File: src/btc_pkg.sv
package btc_pkg;

   // ----------------------------------------
   // Timing
   // ----------------------------------------
   localparam int unsigned CLK_NS   = 40;            // 25 MHz clock period
   localparam int unsigned TICK_NS  = 1_000_000_000; // One second
   localparam int unsigned TICK_CYC = TICK_NS / CLK_NS;

   // ----------------------------------------
   // Register offsets (byte addresses)
   // ----------------------------------------
   localparam logic [7:0] REG_CTRL = 8'h00;
   localparam logic [7:0] REG_THR  = 8'h04;
   localparam logic [7:0] REG_HYST = 8'h08;
   localparam logic [7:0] REG_CYC  = 8'h0C;
   localparam logic [7:0] REG_STAT = 8'h10;

   // ----------------------------------------
   // Field positions
   // ----------------------------------------
   localparam int CTRL_MODE_LSB = 0;
   localparam int CTRL_SRC_LSB  = 4;
   localparam int CTRL_SOC_BIT  = 6;
   localparam int CTRL_OND_LSB  = 8;
   localparam int CTRL_OFFD_LSB = 12;
   localparam int STAT_OBJ_BIT  = 0;
   localparam int STAT_COND_BIT = 1;
   localparam int STAT_RUN_BIT  = 2;
   localparam int STAT_THR_LSB  = 16;

   // ----------------------------------------
   // Reset values and limits
   // ----------------------------------------
   localparam logic [15:0] CTRL_RST = 16'h0040; // Mode 0, no source, send on change
   localparam logic [15:0] THR_RST  = 16'h000A;
   localparam logic [15:0] HYST_RST = 16'h0000;
   localparam logic [15:0] CYC_RST  = 16'h0000;
   localparam logic [15:0] THR_MIN  = 16'h000A; // 10 lux
   localparam logic [15:0] THR_MAX  = 16'h028A; // 650 lux
   localparam logic [15:0] HYST_MAX = 16'h0258; // 600 lux

   // ----------------------------------------
   // Types
   // ----------------------------------------
   typedef enum logic [1:0] {SRC_NONE = 2'h0, SRC_16 = 2'h1, SRC_8 = 2'h2, SRC_TEACH = 2'h3} btc_src_t;
   typedef enum logic [1:0] {ACT_NONE = 2'h0, ACT_ON = 2'h1, ACT_OFF = 2'h2} btc_act_t;

   typedef struct packed {
      logic     lower;  // Lower-threshold direction
      btc_act_t act_a;  // First crossing (beyond threshold)
      btc_act_t act_b;  // Return crossing (past hysteresis)
   } btc_mode_t;

   typedef struct packed {
      logic [3:0] off_dly;
      logic [3:0] on_dly;
      logic       soc;
      btc_src_t   src;
      logic [3:0] mode;
   } btc_cfg_t;

   typedef struct packed {
      logic valid;
      logic value;
   } btc_tx_t;

   // Action mode table; illegal codes behave as mode 0
   function automatic btc_mode_t mode_decode(input logic [3:0] m);
      unique case (m)
         4'h1:    mode_decode = '{1'b0, ACT_OFF, ACT_ON};
         4'h2:    mode_decode = '{1'b1, ACT_ON, ACT_OFF};
         4'h3:    mode_decode = '{1'b1, ACT_OFF, ACT_ON};
         4'h4:    mode_decode = '{1'b0, ACT_ON, ACT_NONE};
         4'h5:    mode_decode = '{1'b0, ACT_OFF, ACT_NONE};
         4'h6:    mode_decode = '{1'b1, ACT_ON, ACT_NONE};
         4'h7:    mode_decode = '{1'b1, ACT_OFF, ACT_NONE};
         4'h8:    mode_decode = '{1'b0, ACT_NONE, ACT_OFF};
         4'h9:    mode_decode = '{1'b0, ACT_NONE, ACT_ON};
         4'hA:    mode_decode = '{1'b1, ACT_NONE, ACT_OFF};
         4'hB:    mode_decode = '{1'b1, ACT_NONE, ACT_ON};
         default: mode_decode = '{1'b0, ACT_ON, ACT_OFF};
      endcase
   endfunction

   // Delay selector to seconds
   function automatic logic [11:0] dly_secs(input logic [3:0] s);
      unique case (s)
         4'h1:    dly_secs = 12'h001;
         4'h2:    dly_secs = 12'h003;
         4'h3:    dly_secs = 12'h005;
         4'h4:    dly_secs = 12'h00A;
         4'h5:    dly_secs = 12'h00F;
         4'h6:    dly_secs = 12'h01E;
         4'h7:    dly_secs = 12'h03C;
         4'h8:    dly_secs = 12'h0B4;
         4'h9:    dly_secs = 12'h12C;
         4'hA:    dly_secs = 12'h258;
         4'hB:    dly_secs = 12'h384;
         4'hC:    dly_secs = 12'h708;
         4'hD:    dly_secs = 12'hE10;
         default: dly_secs = 12'h000;
      endcase
   endfunction

   // Byte-lane merge of a write into a register image
   function automatic logic [31:0] be_merge(input logic [31:0] old, input logic [31:0] wd,
                                            input logic [3:0] be);
      for (int i = 0; i < 4; i++) begin
         be_merge[8*i +: 8] = be[i] ? wd[8*i +: 8] : old[8*i +: 8];
      end
   endfunction

endpackage

File: src/btc_threshold_comparator.sv
// Local design decisions: the placing of the registers and the Avalon-MM interface to the registers.
`timescale 1ns/10ps
module btc_threshold_comparator
   import btc_pkg::*;
#(
   parameter int unsigned TICK_CYCLES = TICK_CYC
) (
   input  wire logic        CLK,
   input  wire logic        NRST,
   input  wire logic        CE,
   input  wire logic [7:0]  AVS_ADDRESS,
   input  wire logic        AVS_READ,
   input  wire logic        AVS_WRITE,
   input  wire logic [3:0]  AVS_BYTEENABLE,
   input  wire logic [31:0] AVS_WRITEDATA,
   output logic      [31:0] AVS_READDATA,
   output logic             AVS_WAITREQUEST,
   input  wire logic [15:0] MEAS_VALUE,
   input  wire logic        EXT16_VALID,
   input  wire logic [15:0] EXT16_DATA,
   input  wire logic        EXT8_VALID,
   input  wire logic [7:0]  EXT8_DATA,
   input  wire logic        TEACH_STORE,
   output logic             TX_VALID,
   output logic             TX_VALUE
);

   // ----------------------------------------
   // Elaboration check
   // ----------------------------------------
   if (TICK_CYCLES < 2) begin : g_chk
      $error("TICK_CYCLES must be at least 2");
   end

   typedef enum logic [1:0] {DS_IDLE = 2'b01, DS_RUN = 2'b10} btc_dstate_t;

   // ----------------------------------------
   // Reset release
   // ----------------------------------------
   logic rst_s1_r;
   logic rst_n_r;

   // Async assert, sync release; not held by CE so reset always completes
   always_ff @(posedge CLK or negedge NRST) begin
      if (!NRST) begin
         rst_s1_r <= 1'b0;
         rst_n_r  <= 1'b0;
      end else begin
         rst_s1_r <= 1'b1;
         rst_n_r  <= rst_s1_r;
      end
   end

   // ----------------------------------------
   // Declarations
   // ----------------------------------------
   logic [15:0] ctrl_r,   ctrl_nxt;
   logic [15:0] cfg_thr_r, cfg_thr_nxt;
   logic [15:0] hyst_r,   hyst_nxt;
   logic [15:0] cyc_r,    cyc_nxt;
   logic [15:0] threshold_level_r, threshold_level_nxt;
   logic        wait_r,   wait_nxt;
   logic [31:0] rdata_r,  rdata_nxt;
   logic        cond_r,   cond_nxt;
   logic        obj_r,    obj_nxt;
   btc_dstate_t dst_r,    dst_nxt;
   logic [31:0] dpre_r,   dpre_nxt;
   logic [11:0] dsec_r,   dsec_nxt;
   logic [31:0] cpre_r,   cpre_nxt;
   logic [15:0] csec_r,   csec_nxt;
   btc_tx_t     tx_r,     tx_nxt;
   btc_cfg_t    cfg;
   btc_mode_t   md;
   logic        wr_en;
   logic [31:0] wmerge;
   logic [16:0] lo_pt;
   logic [16:0] hi_pt;
   btc_act_t    cur_act;
   logic        desired;
   logic [11:0] dsecs;
   logic        cyc_fire;
   logic        chg_send;

   assign cfg = btc_cfg_t'({ctrl_r[CTRL_OFFD_LSB +: 4], ctrl_r[CTRL_OND_LSB +: 4],
                            ctrl_r[CTRL_SOC_BIT], ctrl_r[CTRL_SRC_LSB +: 2],
                            ctrl_r[CTRL_MODE_LSB +: 4]});
   assign md  = mode_decode(cfg.mode);

   // ----------------------------------------
   // Register bus slave
   // ----------------------------------------
   // One wait state: request seen, then waitrequest low for one cycle
   assign wr_en = AVS_WRITE && !wait_r;

   always_comb begin
      wait_nxt  = 1'b1;
      rdata_nxt = rdata_r;
      if ((AVS_READ || AVS_WRITE) && wait_r) begin
         wait_nxt  = 1'b0;
         // Only reads load read data, so it holds across writes
         if (AVS_READ) begin
            rdata_nxt = 32'h0000_0000; // Unmapped reads return zero
            unique case (AVS_ADDRESS)
               REG_CTRL: rdata_nxt = {16'h0000, ctrl_r};
               REG_THR:  rdata_nxt = {16'h0000, cfg_thr_r};
               REG_HYST: rdata_nxt = {16'h0000, hyst_r};
               REG_CYC:  rdata_nxt = {16'h0000, cyc_r};
               REG_STAT: begin
                  rdata_nxt[STAT_OBJ_BIT]         = obj_r;
                  rdata_nxt[STAT_COND_BIT]        = cond_r;
                  rdata_nxt[STAT_RUN_BIT]         = (dst_r == DS_RUN);
                  rdata_nxt[STAT_THR_LSB +: 16]   = threshold_level_r;
               end
               default: ;
            endcase
         end
      end
   end

   always_ff @(posedge CLK or negedge rst_n_r) begin
      if (!rst_n_r) begin
         wait_r  <= 1'b1;
         rdata_r <= 32'h0000_0000;
      end else if (CE) begin
         wait_r  <= wait_nxt;
         rdata_r <= rdata_nxt;
      end
   end

   // ----------------------------------------
   // Configuration and active threshold
   // ----------------------------------------
   always_comb begin
      ctrl_nxt            = ctrl_r;
      cfg_thr_nxt         = cfg_thr_r;
      hyst_nxt            = hyst_r;
      cyc_nxt             = cyc_r;
      threshold_level_nxt = threshold_level_r;
      wmerge              = 32'h0000_0000;
      unique case (cfg.src)
         SRC_16:    if (EXT16_VALID) threshold_level_nxt = EXT16_DATA;
         SRC_8:     if (EXT8_VALID) threshold_level_nxt = {8'h00, EXT8_DATA};
         SRC_TEACH: if (TEACH_STORE) threshold_level_nxt = MEAS_VALUE;
         default:   ;
      endcase
      if (wr_en) begin
         unique case (AVS_ADDRESS)
            REG_CTRL: begin
               wmerge   = be_merge({16'h0000, ctrl_r}, AVS_WRITEDATA, AVS_BYTEENABLE);
               ctrl_nxt = wmerge[15:0];
            end
            REG_THR: begin
               wmerge = be_merge({16'h0000, cfg_thr_r}, AVS_WRITEDATA, AVS_BYTEENABLE);
               // Clamp into the selectable range
               if (wmerge[15:0] < THR_MIN) cfg_thr_nxt = THR_MIN;
               else if (wmerge[15:0] > THR_MAX) cfg_thr_nxt = THR_MAX;
               else cfg_thr_nxt = wmerge[15:0];
               // Download wins over any external value this cycle
               threshold_level_nxt = cfg_thr_nxt;
            end
            REG_HYST: begin
               wmerge   = be_merge({16'h0000, hyst_r}, AVS_WRITEDATA, AVS_BYTEENABLE);
               hyst_nxt = (wmerge[15:0] > HYST_MAX) ? HYST_MAX : wmerge[15:0];
            end
            REG_CYC: begin
               wmerge  = be_merge({16'h0000, cyc_r}, AVS_WRITEDATA, AVS_BYTEENABLE);
               cyc_nxt = wmerge[15:0];
            end
            default: ;
         endcase
      end
   end

   always_ff @(posedge CLK or negedge rst_n_r) begin
      if (!rst_n_r) begin
         ctrl_r            <= CTRL_RST;
         cfg_thr_r         <= THR_RST;
         hyst_r            <= HYST_RST;
         cyc_r             <= CYC_RST;
         threshold_level_r <= THR_RST;
      end else if (CE) begin
         ctrl_r            <= ctrl_nxt;
         cfg_thr_r         <= cfg_thr_nxt;
         hyst_r            <= hyst_nxt;
         cyc_r             <= cyc_nxt;
         threshold_level_r <= threshold_level_nxt;
      end
   end

   // ----------------------------------------
   // Comparator with hysteresis
   // ----------------------------------------
   // Return point saturates at zero rather than wrapping
   assign lo_pt = ({1'b0, threshold_level_r} > {1'b0, hyst_r}) ?
                  17'({1'b0, threshold_level_r} - {1'b0, hyst_r}) : 17'h0_0000;
   assign hi_pt = 17'({1'b0, threshold_level_r} + {1'b0, hyst_r});

   always_comb begin
      cond_nxt = cond_r;
      if (!md.lower) begin
         if (MEAS_VALUE > threshold_level_r) cond_nxt = 1'b1;
         else if ({1'b0, MEAS_VALUE} < lo_pt) cond_nxt = 1'b0;
      end else begin
         if (MEAS_VALUE < threshold_level_r) cond_nxt = 1'b1;
         else if ({1'b0, MEAS_VALUE} > hi_pt) cond_nxt = 1'b0;
      end
   end

   // Action of whichever crossing condition currently holds
   assign cur_act = cond_r ? md.act_a : md.act_b;
   // No-telegram action leaves the object where it is
   assign desired = (cur_act == ACT_ON) ? 1'b1 :
                    (cur_act == ACT_OFF) ? 1'b0 : obj_r;
   assign dsecs   = desired ? dly_secs(cfg.on_dly) : dly_secs(cfg.off_dly);

   // ----------------------------------------
   // Switch delay and object value
   // ----------------------------------------
   // One timer serves both delays: only one change can be pending
   always_comb begin
      dst_nxt  = dst_r;
      dpre_nxt = dpre_r;
      dsec_nxt = dsec_r;
      obj_nxt  = obj_r;
      chg_send = 1'b0;
      if (desired == obj_r) begin
         dst_nxt = DS_IDLE;
      end else begin
         unique case (dst_r)
            DS_IDLE: begin
               if (dsecs == 12'h000) begin
                  obj_nxt  = desired;
                  chg_send = cfg.soc;
               end else begin
                  dst_nxt  = DS_RUN;
                  dpre_nxt = 32'h0000_0000;
                  dsec_nxt = dsecs;
               end
            end
            DS_RUN: begin
               if (dsec_r == 12'h000) begin
                  // Object changes only now, so cyclic sends carried the old value
                  obj_nxt  = desired;
                  chg_send = cfg.soc;
                  dst_nxt  = DS_IDLE;
               end else if (dpre_r == 32'(TICK_CYCLES - 1)) begin
                  dpre_nxt = 32'h0000_0000;
                  dsec_nxt = 12'(dsec_r - 12'h001);
               end else begin
                  dpre_nxt = 32'(dpre_r + 32'h0000_0001);
               end
            end
         endcase
      end
   end

   always_ff @(posedge CLK or negedge rst_n_r) begin
      if (!rst_n_r) begin
         cond_r <= 1'b0;
         obj_r  <= 1'b0;
         dst_r  <= DS_IDLE;
         dpre_r <= 32'h0000_0000;
         dsec_r <= 12'h000;
      end else if (CE) begin
         cond_r <= cond_nxt;
         obj_r  <= obj_nxt;
         dst_r  <= dst_nxt;
         dpre_r <= dpre_nxt;
         dsec_r <= dsec_nxt;
      end
   end

   // ----------------------------------------
   // Cyclic timer and transmit
   // ----------------------------------------
   always_comb begin
      cpre_nxt = cpre_r;
      csec_nxt = csec_r;
      cyc_fire = 1'b0;
      if (cyc_r == 16'h0000) begin
         cpre_nxt = 32'h0000_0000;
         csec_nxt = 16'h0000;
      end else if (cpre_r == 32'(TICK_CYCLES - 1)) begin
         cpre_nxt = 32'h0000_0000;
         if (csec_r >= 16'(cyc_r - 16'h0001)) begin
            csec_nxt = 16'h0000;
            cyc_fire = 1'b1;
         end else begin
            csec_nxt = 16'(csec_r + 16'h0001);
         end
      end else begin
         cpre_nxt = 32'(cpre_r + 32'h0000_0001);
      end
   end

   // Change and cyclic send in one cycle give a single telegram
   always_comb begin
      tx_nxt.valid = chg_send || (cyc_fire && (cur_act != ACT_NONE));
      tx_nxt.value = chg_send ? obj_nxt : obj_r;
   end

   always_ff @(posedge CLK or negedge rst_n_r) begin
      if (!rst_n_r) begin
         cpre_r <= 32'h0000_0000;
         csec_r <= 16'h0000;
         tx_r   <= '0;
      end else if (CE) begin
         cpre_r <= cpre_nxt;
         csec_r <= csec_nxt;
         tx_r   <= tx_nxt;
      end
   end

   // ----------------------------------------
   // Outputs
   // ----------------------------------------
   assign AVS_READDATA    = rdata_r;
   assign AVS_WAITREQUEST = wait_r;
   assign TX_VALID        = tx_r.valid;
   assign TX_VALUE        = tx_r.value;

endmodule

File: config.mk
export PLATFORM = sky130hd
export DESIGN_NAME = btc_threshold_comparator
export DESIGN_NICKNAME = d
export VERILOG_FILES = /design/src/btc_pkg.sv /design/src/btc_threshold_comparator.sv
export SDC_FILE = /design/constraint.sdc
export NUM_CORES = 1
export LEC_CHECK = 0
export BUFFER_PORTS_ARGS = -buffer_cell sky130_fd_sc_hd__buf_4
export CORE_ASPECT_RATIO = 1.2
export CORE_UTILIZATION = 50
export DETAILED_ROUTE_END_ITERATION = 16
export HOLD_SLACK_MARGIN = 0.03
export PLACE_DENSITY = 0.81
export REMOVE_ABC_BUFFERS = 1
export SYNTH_ARGS = -nofsm -noshare
export SYNTH_HDL_FRONTEND = slang
export SYNTH_SLANG_ARGS = --single-unit
File: constraint.sdc
create_clock -name CLK -period 6.7 [get_ports CLK]
set_clock_uncertainty 0.1 [all_clocks]
set_input_delay 1.34 -clock CLK [delete_from_list [all_inputs] [get_ports CLK]]
set_output_delay 1.34 -clock CLK [all_outputs]
set_load 0.1 [all_outputs]
* Word-level counts from Yosys, hierarchy flattened *
Memory sizes are Yosys's and may differ from the RTL's.
Index checks and enable logic that the tools add are counted.
W data, S select, Z words.

word-level totals
  flip-flop bits (word level) = 213
  ROM bits = 464
  input bits = 92
  output and inout port bits = 35
  logic and storage cells = 141
  memories = 3

memories
  name              words  width  read ports  clocked after memory_dff  write ports  line           text
  (name not given)  16     12     1           0                         0            btc_pkg.sv:88  unique case (s)
  (name not given)  16     12     1           0                         0            btc_pkg.sv:88
  (name not given)  16     5      1           0                         0            btc_pkg.sv:70  unique case (m)

operators by class
  $add $sub $neg = 7
  order comparisons = 9
  eq/ne operators = 20
  multiplexer cells = 56
  bitwise operators = 1
  reduce and logical (&&, ||, !) cells = 25

operators with widths
  kind                     count
  $mux W16                 12
  $mux W32                 5
  $add A32 B1 Y32 const B  2
  $eq A32 B25 Y1 const B   2
  $pmux W32 S2             1
  $pmux W13 S4             1
  $mux W12                 4
  $pmux W16 S3             1
  $gt A16 B10 Y1 const B   2
  $gt A16 B16 Y1           2
  $mux W8                  4
  $logic_not A12 Y1        2
  $pmux W12 S2             1
  $reduce_and A4 Y1        5
  $mux W1                  18
  $add A16 B16 Y17         1
  $gt A16 B17 Y1           1
  $lt A16 B17 Y1           1
  $mux W17                 1
  $sub A16 B16 Y17         1
  $add A16 B1 Y16 const B  1
  $eq A8 B4 Y1 const B     2
  $ge A16 B16 Y1           1
  $logic_not A16 Y1        1
  other kinds (27)         46

* Depth between registers and ports, before layout *
Gate-level depths: netlist of run 1.
An unclocked memory read counts as a cell.

  word-level depth = 11
  mapped depth = 19
  gate-level depth less buffers = 19

* Worst setup path before layout of run 1 *
No wires, ideal clock.

  path kind = register -> register
  start point = register threshold_level_r[1]
  end point = register cond_r
  setup time = 0.090 ns
  arrival = 3.664 ns
  required time = 6.510 ns
  slack = 2.847 ns
  stages on the path, launching flop included = 17
  path buffers = 0
  period minus slack after synthesis = 3.853 ns
  cells stage by stage = dfstp_2 -> ha_1 -> nand2b_1 -> a211o_1 -> a311o_1 -> a221oi_1 -> a221o_1 -> nor4b_1 -> nor4_1 -> ha_1 -> nand3_1 -> nor4_1 -> nand4_1 -> nand4_1 -> a31oi_1 -> a2111o_1 -> o2111ai_1

on the way
  cells in the longest elaborated chain, start to end = 5
  elaborated cells on any way between the ends = 14
  those cells by class = add/sub (2); order compare (5); eq/ne (1); mux (4); reduce/logical (2)

RTL lines
  what                                                line                                                              text
  start: declaration                                  btc_threshold_comparator.sv:61                                    logic [15:0] threshold_level_r, threshold_level_nxt;
  start signal: assignment                            btc_threshold_comparator.sv:186                                   threshold_level_r <= threshold_level_nxt;
  $sub A16 B16 Y17 or $gt A16 B16 Y1 (tied branches)  btc_threshold_comparator.sv:195, btc_threshold_comparator.sv:194
  $mux W17                                            btc_threshold_comparator.sv:194                                   assign lo_pt = ({1'b0, threshold_level_r} > {1'b0, hyst_r}) ?
  $lt A16 B17 Y1                                      btc_threshold_comparator.sv:202                                   else if ({1'b0, MEAS_VALUE} < lo_pt) cond_nxt = 1'b0;
  $reduce_bool A3 Y1 (no line)                        -
  $reduce_and A3 Y1 (no line)                         -
  end signal: assignment                              btc_threshold_comparator.sv:265                                   cond_r <= cond_nxt;
  end: declaration                                    btc_threshold_comparator.sv:64                                    logic cond_r, cond_nxt;

Parallel ways exist; a longest one is shown, timed or not.
A chain may end at the register's enable or synchronous reset.

* Worst setup path in the final report of run 1 *
  start point = register hyst_r[1]
  end point = register cond_r

on the way
  cells in the longest elaborated chain, start to end = 5
  elaborated cells on any way between the ends = 9
  those cells by class = add/sub (2); order compare (3); eq/ne (1); mux (1); reduce/logical (2)

RTL lines
  what                                                line                                                              text
  start: declaration                                  btc_threshold_comparator.sv:59                                    logic [15:0] hyst_r, hyst_nxt;
  start signal: assignment                            btc_threshold_comparator.sv:184                                   hyst_r <= hyst_nxt;
  $sub A16 B16 Y17 or $gt A16 B16 Y1 (tied branches)  btc_threshold_comparator.sv:195, btc_threshold_comparator.sv:194
  $mux W17                                            btc_threshold_comparator.sv:194
  $lt A16 B17 Y1                                      btc_threshold_comparator.sv:202
  $reduce_bool A3 Y1 (no line)                        -
  $reduce_and A3 Y1 (no line) (*)                     -

Mark *: on every way between the ends. The rest lies on a longest branch, timed or not.

==> impl_metrics.tcl, run 1 <==
set metrics [dict create \
    p_int_w 0.002570 \
    whs_ns 0.2130 \
    cts_max_path_buffers 3 \
    antenna_found_initial 0 \
    root_buffer "clkbuf_16" \
    cp-start-kind "flop" \
    synth-seq-area-share 0.3553 \
    slew_violations 0 \
    hold_viol_final 0 \
    yosysTopAreaCell "dfrtp_1" \
    hold_buffers 0 \
    timing.final.crit_period_ns 4.885 \
    place_area_um2 16040 \
    layout_common_cells "235 x nand2_1, 205 x dfrtp_1, 143 x o21ai_0" \
    rr_startpoint "hyst_r[1]$_DFFE_PN0P_" \
    die_h_um 191.9 \
    die_width_um 160.2 \
    cts_setup_buffers 0 \
    slew_headroom 0.1823 \
    clk_latency_ns 0.53 \
    crit_path_cell_trace "inv_1, ha_1, nor2b_1, o2111a_1, o311ai_0, nand2_1, a311oi_1, nor3_1, nand3b_1, ha_1, a2111oi_0, o21ai_0, nor3_1, a21oi_1, o221ai_1, o2111ai_1" \
    clock.fmax_mhz 204.7 \
    drtIter0Drc 1000 \
    hp-class "flop to async pin" \
    crit_path_max_incr_delay_ns 0.68 \
    rows 69 \
    vias_per_cell 6.123 \
    place_congestion 0.8932 \
    dieArea_um2 30750 \
    syn-cell-area_um2 15020 \
    antennaDiodeCount 0 \
    io_pins 127 \
    ir_worst_vdd_uv 238.4 \
    mostFrequentLayoutCell "nand2_1" \
    clock-sinks 213 \
    area_delta_synth_final_pct 12.54 \
    grt_pass1_wl_um 65240 \
    netlist_top_cells_area "dfrtp_1 34%, ha_1 9.8%, nand2_1 5.9%" \
    cp_num_buf_inv 1 \
    cp_slowest_cell "o311ai_0" \
    critPathKind "flop to flop" \
    num_vias 13397 \
    htreeDepth 1 \
    clockPowerShare 0.385 \
    grt_start_max_net_pins 174 \
    worst_pin_slew_ns 1.227 \
    synth_seq_cells 213 \
    power-per-cell-area_nw_per_um2 221.7 \
    grt_pass1_vias 13303 \
    outcome "complete, no violations" \
    core_area_um2 29610 \
    rr_endpoint "cond_r$_DFFE_PN0P_" \
    path_clk_slew_ns 0.06 \
    worst-endpoint-arrival_ns 5.18 \
    ys_warn_count 0 \
    netlist_instances 1719 \
    initial_core_util 0.5074 \
    setup_viol 0 \
    synthFlopType "dfrtp_1" \
    wl_per_cell_um 18.52 \
    antenna_left 0 \
    fin_area_um2 16910 \
    p_leak_nw 7.605 \
    crit_fanout 5 \
    r2r_cells 16 \
    fin_util 0.5710 \
    final.setup.tns_ns 0 \
    sw_frac_of_total 0.3142 \
    routed_wl_um 40530 \
    worstSetupEndpointType "flop" \
    port-buffer-count 108 \
    critical-path-top-delay-family "compound AO/OA/AOI/OAI gates" \
    power.switching_w 0.001177 \
    dr.pass1.iters 7 \
    maxCapViolCount 0 \
    grt_setup_unrepaired "false" \
    synth_area_per_cell_um2 8.740 \
    cp.required_ns 6.99 \
    ff2ff_setup_slack_ns 1.82 \
    nNetsFinal 1994 \
    cts_resized 0 \
    p_comb_frac 0.211 \
    cts_tree "yes" \
    synth_cell_types 90 \
    synth-async-reset-ratio 1.000 \
    grt_use_total 0.2620 \
    grt-ovfl-total 0 \
    min_period_over_period 0.7291 \
    hpwl_um 29920 \
    synth_top_area_share 0.3431 \
    synth_edf_count 0 \
    drive_above_1_share 0.1318 \
    cts_made_buffers 24 \
    drc 0 \
    p_seq_frac 0.404 \
]
==> power groups by stage <==
stage	clock (W)	sequential [W]	combinational, W
floorplan	0	0.00154	0.000501
global placement	0	0.00152	0.000750
detailed placement	0	0.00153	0.000779
CTS	0.00146	0.00151	0.000783
global route	0.00152	0.00153	0.000872
finish	0.00144	0.00151	0.000790
==> layout make-up <==
class / count / area, µm²
Clock inverter: 9 / 151.4
Sequential cell: 213 / 5343
Tap cell: 390 / 488.0
Multi-Input combinational cell: 1340 / 9009
Inverter: 89 / 334.1
Fill cell: 2602 / 12700
Timing Repair Buffer: 114 / 868.3
Clock buffer: 33 / 715.7
==> routing by layer <==
layer,global-route usage,wire (µm),share of wire
met3,0.02850,1998,0.049
met2,0.4878,20810,0.51
met4,0.1242,1747,0.043
met1,0.2993,15980,0.39
met5,0,0,0
==> how the worst max path moves through the flow <==
stage / start / end / cells after the start / slack, ns
2_1_floorplan: rst_n_r$_DFF_PN0_ / AVS_READDATA[0]$_DFFE_PN0P_ / 0 / 0.24
3_3_place_gp: hyst_r[1]$_DFFE_PN0P_ / cond_r$_DFFE_PN0P_ / 16 / 1.93
3_5_place_dp: hyst_r[1]$_DFFE_PN0P_ / cond_r$_DFFE_PN0P_ / 16 / 1.81
4_1_cts: hyst_r[1]$_DFFE_PN0P_ / cond_r$_DFFE_PN0P_ / 16 / 1.81
5_1_grt: hyst_r[1]$_DFFE_PN0P_ / cond_r$_DFFE_PN0P_ / 16 / 1.47
6_report: hyst_r[1]$_DFFE_PN0P_ / cond_r$_DFFE_PN0P_ / 16 / 1.82
==> cells by family after synthesis <==
logic type / Yosys count / synth area share
compound gates: 426 / 0.1912
xor+xnor: 60 / 0.03498
fa+ha+maj: 120 / 0.1009
buf+inv: 166 / 0.04580
flops: 213 / 0.3553
mux: 58 / 0.04730
other cells: 1 / 0.0002496
simple gates: 675 / 0.2242
==> synthesized netlist by cell type (all sizes together), types with 13 or more instances <==
master	count
inv	89
nand3	75
nand2b	18
a211oi	13
a21oi	60
ha	118
nor2b	20
nor3	45
nor4	28
buf	28
clkbuf	49
o31ai	18
o21ai	149
nor2	112
and2	24
a21o	21
a31oi	15
mux2i	17
xor2	24
mux2	34
nand4	23
nand2	235
dfrtp	206
or3	17
and3	20
o211ai	22
xnor2	36
a22o	27
==> metrics by stage <==
step	setup slack (ns)	cells	total power, W
4_1_cts	1.808	2188	0.003758
3_5_place_dp	1.811	2146	0.002310
6_report	1.815	2188	0.003748
3_3_place_gp	1.928	2146	0.002273
5_1_grt	1.475	2188	0.003916
2_1_floorplan	0.2371	1642	0.002044
==> registers in the layout, summed over array words and instances (netlist names) <==
signal and flops:
TX_VALID 1, hyst_r 16, dpre_r 32, rst_n_r 1, rst_s1_r 1, csec_r 16
AVS_WAITREQUEST 1, obj_r 1, TX_VALUE 1, threshold_level_r 16, dsec_r 12, dst_r 2
ctrl_r 16, cyc_r 16, cond_r 1, cfg_thr_r 16, cpre_r 32, AVS_READDATA 32
(Power assumes the default switching activity.)
==> run 2: changes to the inputs <==
Clock period 6.7 ns to 4.1 ns, I/O delays scaled along.
==> run 2 against run 1 <==
Compared with the run above: die area is the same; critical path depth grew 1; count of clock-buffer cells in the layout grew 2; global-route usage grew 1.9 points; setup slack lost 1.8 ns; maximum frequency grew 21%; register-to-register slack lost 1.8 ns; non-clock buffer count grew 89.
==> impl_metrics.tcl, run 2 (same netlist as run 1, synthesis figures left out) <==
set metrics [dict create \
    multiInputGateArea_um2 9180 \
    rr_startpoint "threshold_level_r[1]$_DFFE_PN1P_" \
    critPathKind "flop to flop" \
    clock-sinks 213 \
    die_width_um 160.2 \
    clock.fmax_mhz 246.9 \
    layout_common_cells "235 x nand2_1, 205 x dfrtp_1, 201 x buf_4" \
    whs_ns 0.2517 \
    io_pins 127 \
    num_vias 13946 \
    met2_length_um 21130 \
    area_delta_synth_final_pct 17.52 \
    min_period_over_period 0.9881 \
    cp.required_ns 4.46 \
    drtIter0Drc 1137 \
    slew_violations 0 \
    antennaDiodeCount 0 \
    p_total_w 0.005992 \
    antenna_found_initial 0 \
    grt_setup_unrepaired "true" \
    cp-start-kind "flop" \
    wl_per_cell_um 18.66 \
    crit_path_max_incr_delay_ns 0.56 \
    worstSetupEndpointType "flop" \
    maxCapViolCount 0 \
    hold_path.startpoint "rst_s1_r$_DFF_PN0_" \
    mostFrequentLayoutCell "nand2_1" \
    antenna_left 0 \
    p_int_w 0.004032 \
    place_congestion 0.9415 \
    p_leak_nw 8.014 \
    root_buffer "clkbuf_16" \
    final.setup.tns_ns 0 \
    grt-ovfl-total 0 \
    p_seq_frac 0.411 \
    drc 0 \
    outcome "complete, no violations" \
    worst-endpoint-arrival_ns 4.41 \
    grt_use_total 0.2812 \
    vias_per_cell 6.122 \
    wl_met1_um 16730 \
    routed_wl_um 42520 \
    ff2ff_setup_slack_ns 0.05 \
    path_clk_slew_ns 0.06 \
    dieArea_um2 30750 \
    timing.final.crit_period_ns 4.051 \
    sw_frac_of_total 0.3271 \
    crit_path_cell_trace "ha_1, nand2b_4, a211o_1, a311o_1, a221oi_2, buf_4, a221o_1, nor4b_4, nor4_2, ha_1, nand3_2, nor4_2, nand4_1, nand4_1, a31oi_1, a2111o_1, o2111ai_1" \
    fin_util 0.5963 \
    met3WireLength_um 2206 \
    startpoint "threshold_level_r[1]$_DFFE_PN1P_" \
    hp-class "flop to flop" \
    final_cells 2278 \
    htreeDepth 1 \
    grt_pass1_vias 14058 \
    cp_slowest_cell "dfstp_2" \
    grt_start_max_net_pins 76 \
    clockPowerShare 0.360 \
    cts_made_buffers 25 \
    power.switching_w 0.001960 \
    place_inst 2230 \
    p_comb_frac 0.229 \
    hold_viol_final 0 \
    setup_viol 0 \
    ff_latch_area_um2 5343 \
    nNetsFinal 2084 \
    fill_cells 2521 \
    clk_latency_ns 0.55 \
    worst_pin_slew_ns 0.8339 \
    die_h_um 191.9 \
    cts_max_path_buffers 3 \
    core_area_um2 29610 \
    initial_core_util 0.5074 \
    rows 69 \
    crit_fanout 4 \
    hpwl_um 31900 \
    dr.pass1.iters 6 \
    ir_worst_vdd_uv 353.1 \
    drive_above_1_share 0.1827 \
    cts_tree "yes" \
    top_layer "met4" \
    power-per-cell-area_nw_per_um2 339.4 \
    slew_headroom 0.4440 \
    port-buffer-count 108 \
    grt_pass1_wl_um 69940 \
]
run 2: cell types whose count changed in the layout (fill, tap and decap cells not counted), sizes merged, moves of 2 or more:
cell	delta
clkbuf	+2
buf	+88
clkinvlp	+2
bufinv	-3
run 2: layout make-up:
class | count | area share
tap | 390 | 0.02764
multi-input combinational | 1340 | 0.5199
clock inverter | 8 | 0.004535
sequential | 213 | 0.3026
inverter | 89 | 0.01892
timing repair buffer | 203 | 0.08716
clock buffer | 35 | 0.03926
run 2: worst paths after layout:
kind,end,depth (start not counted)
worst max register to register,cond_r$_DFFE_PN0P_,17
worst min-delay path,rst_n_r$_DFF_PN0_,0
worst max-delay path,cond_r$_DFFE_PN0P_,17
min in group asynchronous,hyst_r[0]$_DFFE_PN0P_,0
max in group asynchronous,dst_r[0]$_DFFE_PN1P_,1
worst min register to register,rst_n_r$_DFF_PN0_,0
run 2: routing by layer:
| layer | vias to the layer above | GRT usage |
|---|---|---|
| li1 | 6579 | - |
| met2 | 519 | 0.5008 |
| met4 | 0 | 0.1626 |
| met3 | 139 | 0.02656 |
| met1 | 6709 | 0.3313 |
| met5 | - | 0 |
run 2: power groups by stage:
stage | Clock, W | Sequential (W) | Combinational (W)
global route | 0.00226 | 0.00249 | 0.00152
floorplan | 0 | 0.00252 | 0.000819
CTS | 0.00218 | 0.00246 | 0.00135
global placement | 0 | 0.00248 | 0.00128
finish | 0.00216 | 0.00246 | 0.00137
detailed placement | 0 | 0.00249 | 0.00133
run 2: through the flow:
step                      worst slack [ns]  instance area, µm²
final                              0.04897               17660
after global routing               -0.1079               17660
after floorplan                     -2.363               14670
after global placement             -0.1379               16670
after detailed placement           -0.2189               16670
after CTS                          0.02152               17530
run 2: timing repair:
item | 4_1_cts | 5_1_grt
hold buffers | 1 | 0
endpoints found under the hold margin | 2 | 0
buffers inserted | 1 | 3
setup endpoints to repair | 1 | 15
pin swaps | 4 | 14
gates resized for setup | 13 | 21
run 2: worst max-delay path: cells and delay by family (launching register included):
kind,cells,cell delay (ns)
fa+ha+maj,2,0.57
flops,1,0.56
simple gates,7,1.02
compound gates,7,1.58
buf+inv,1,0.17
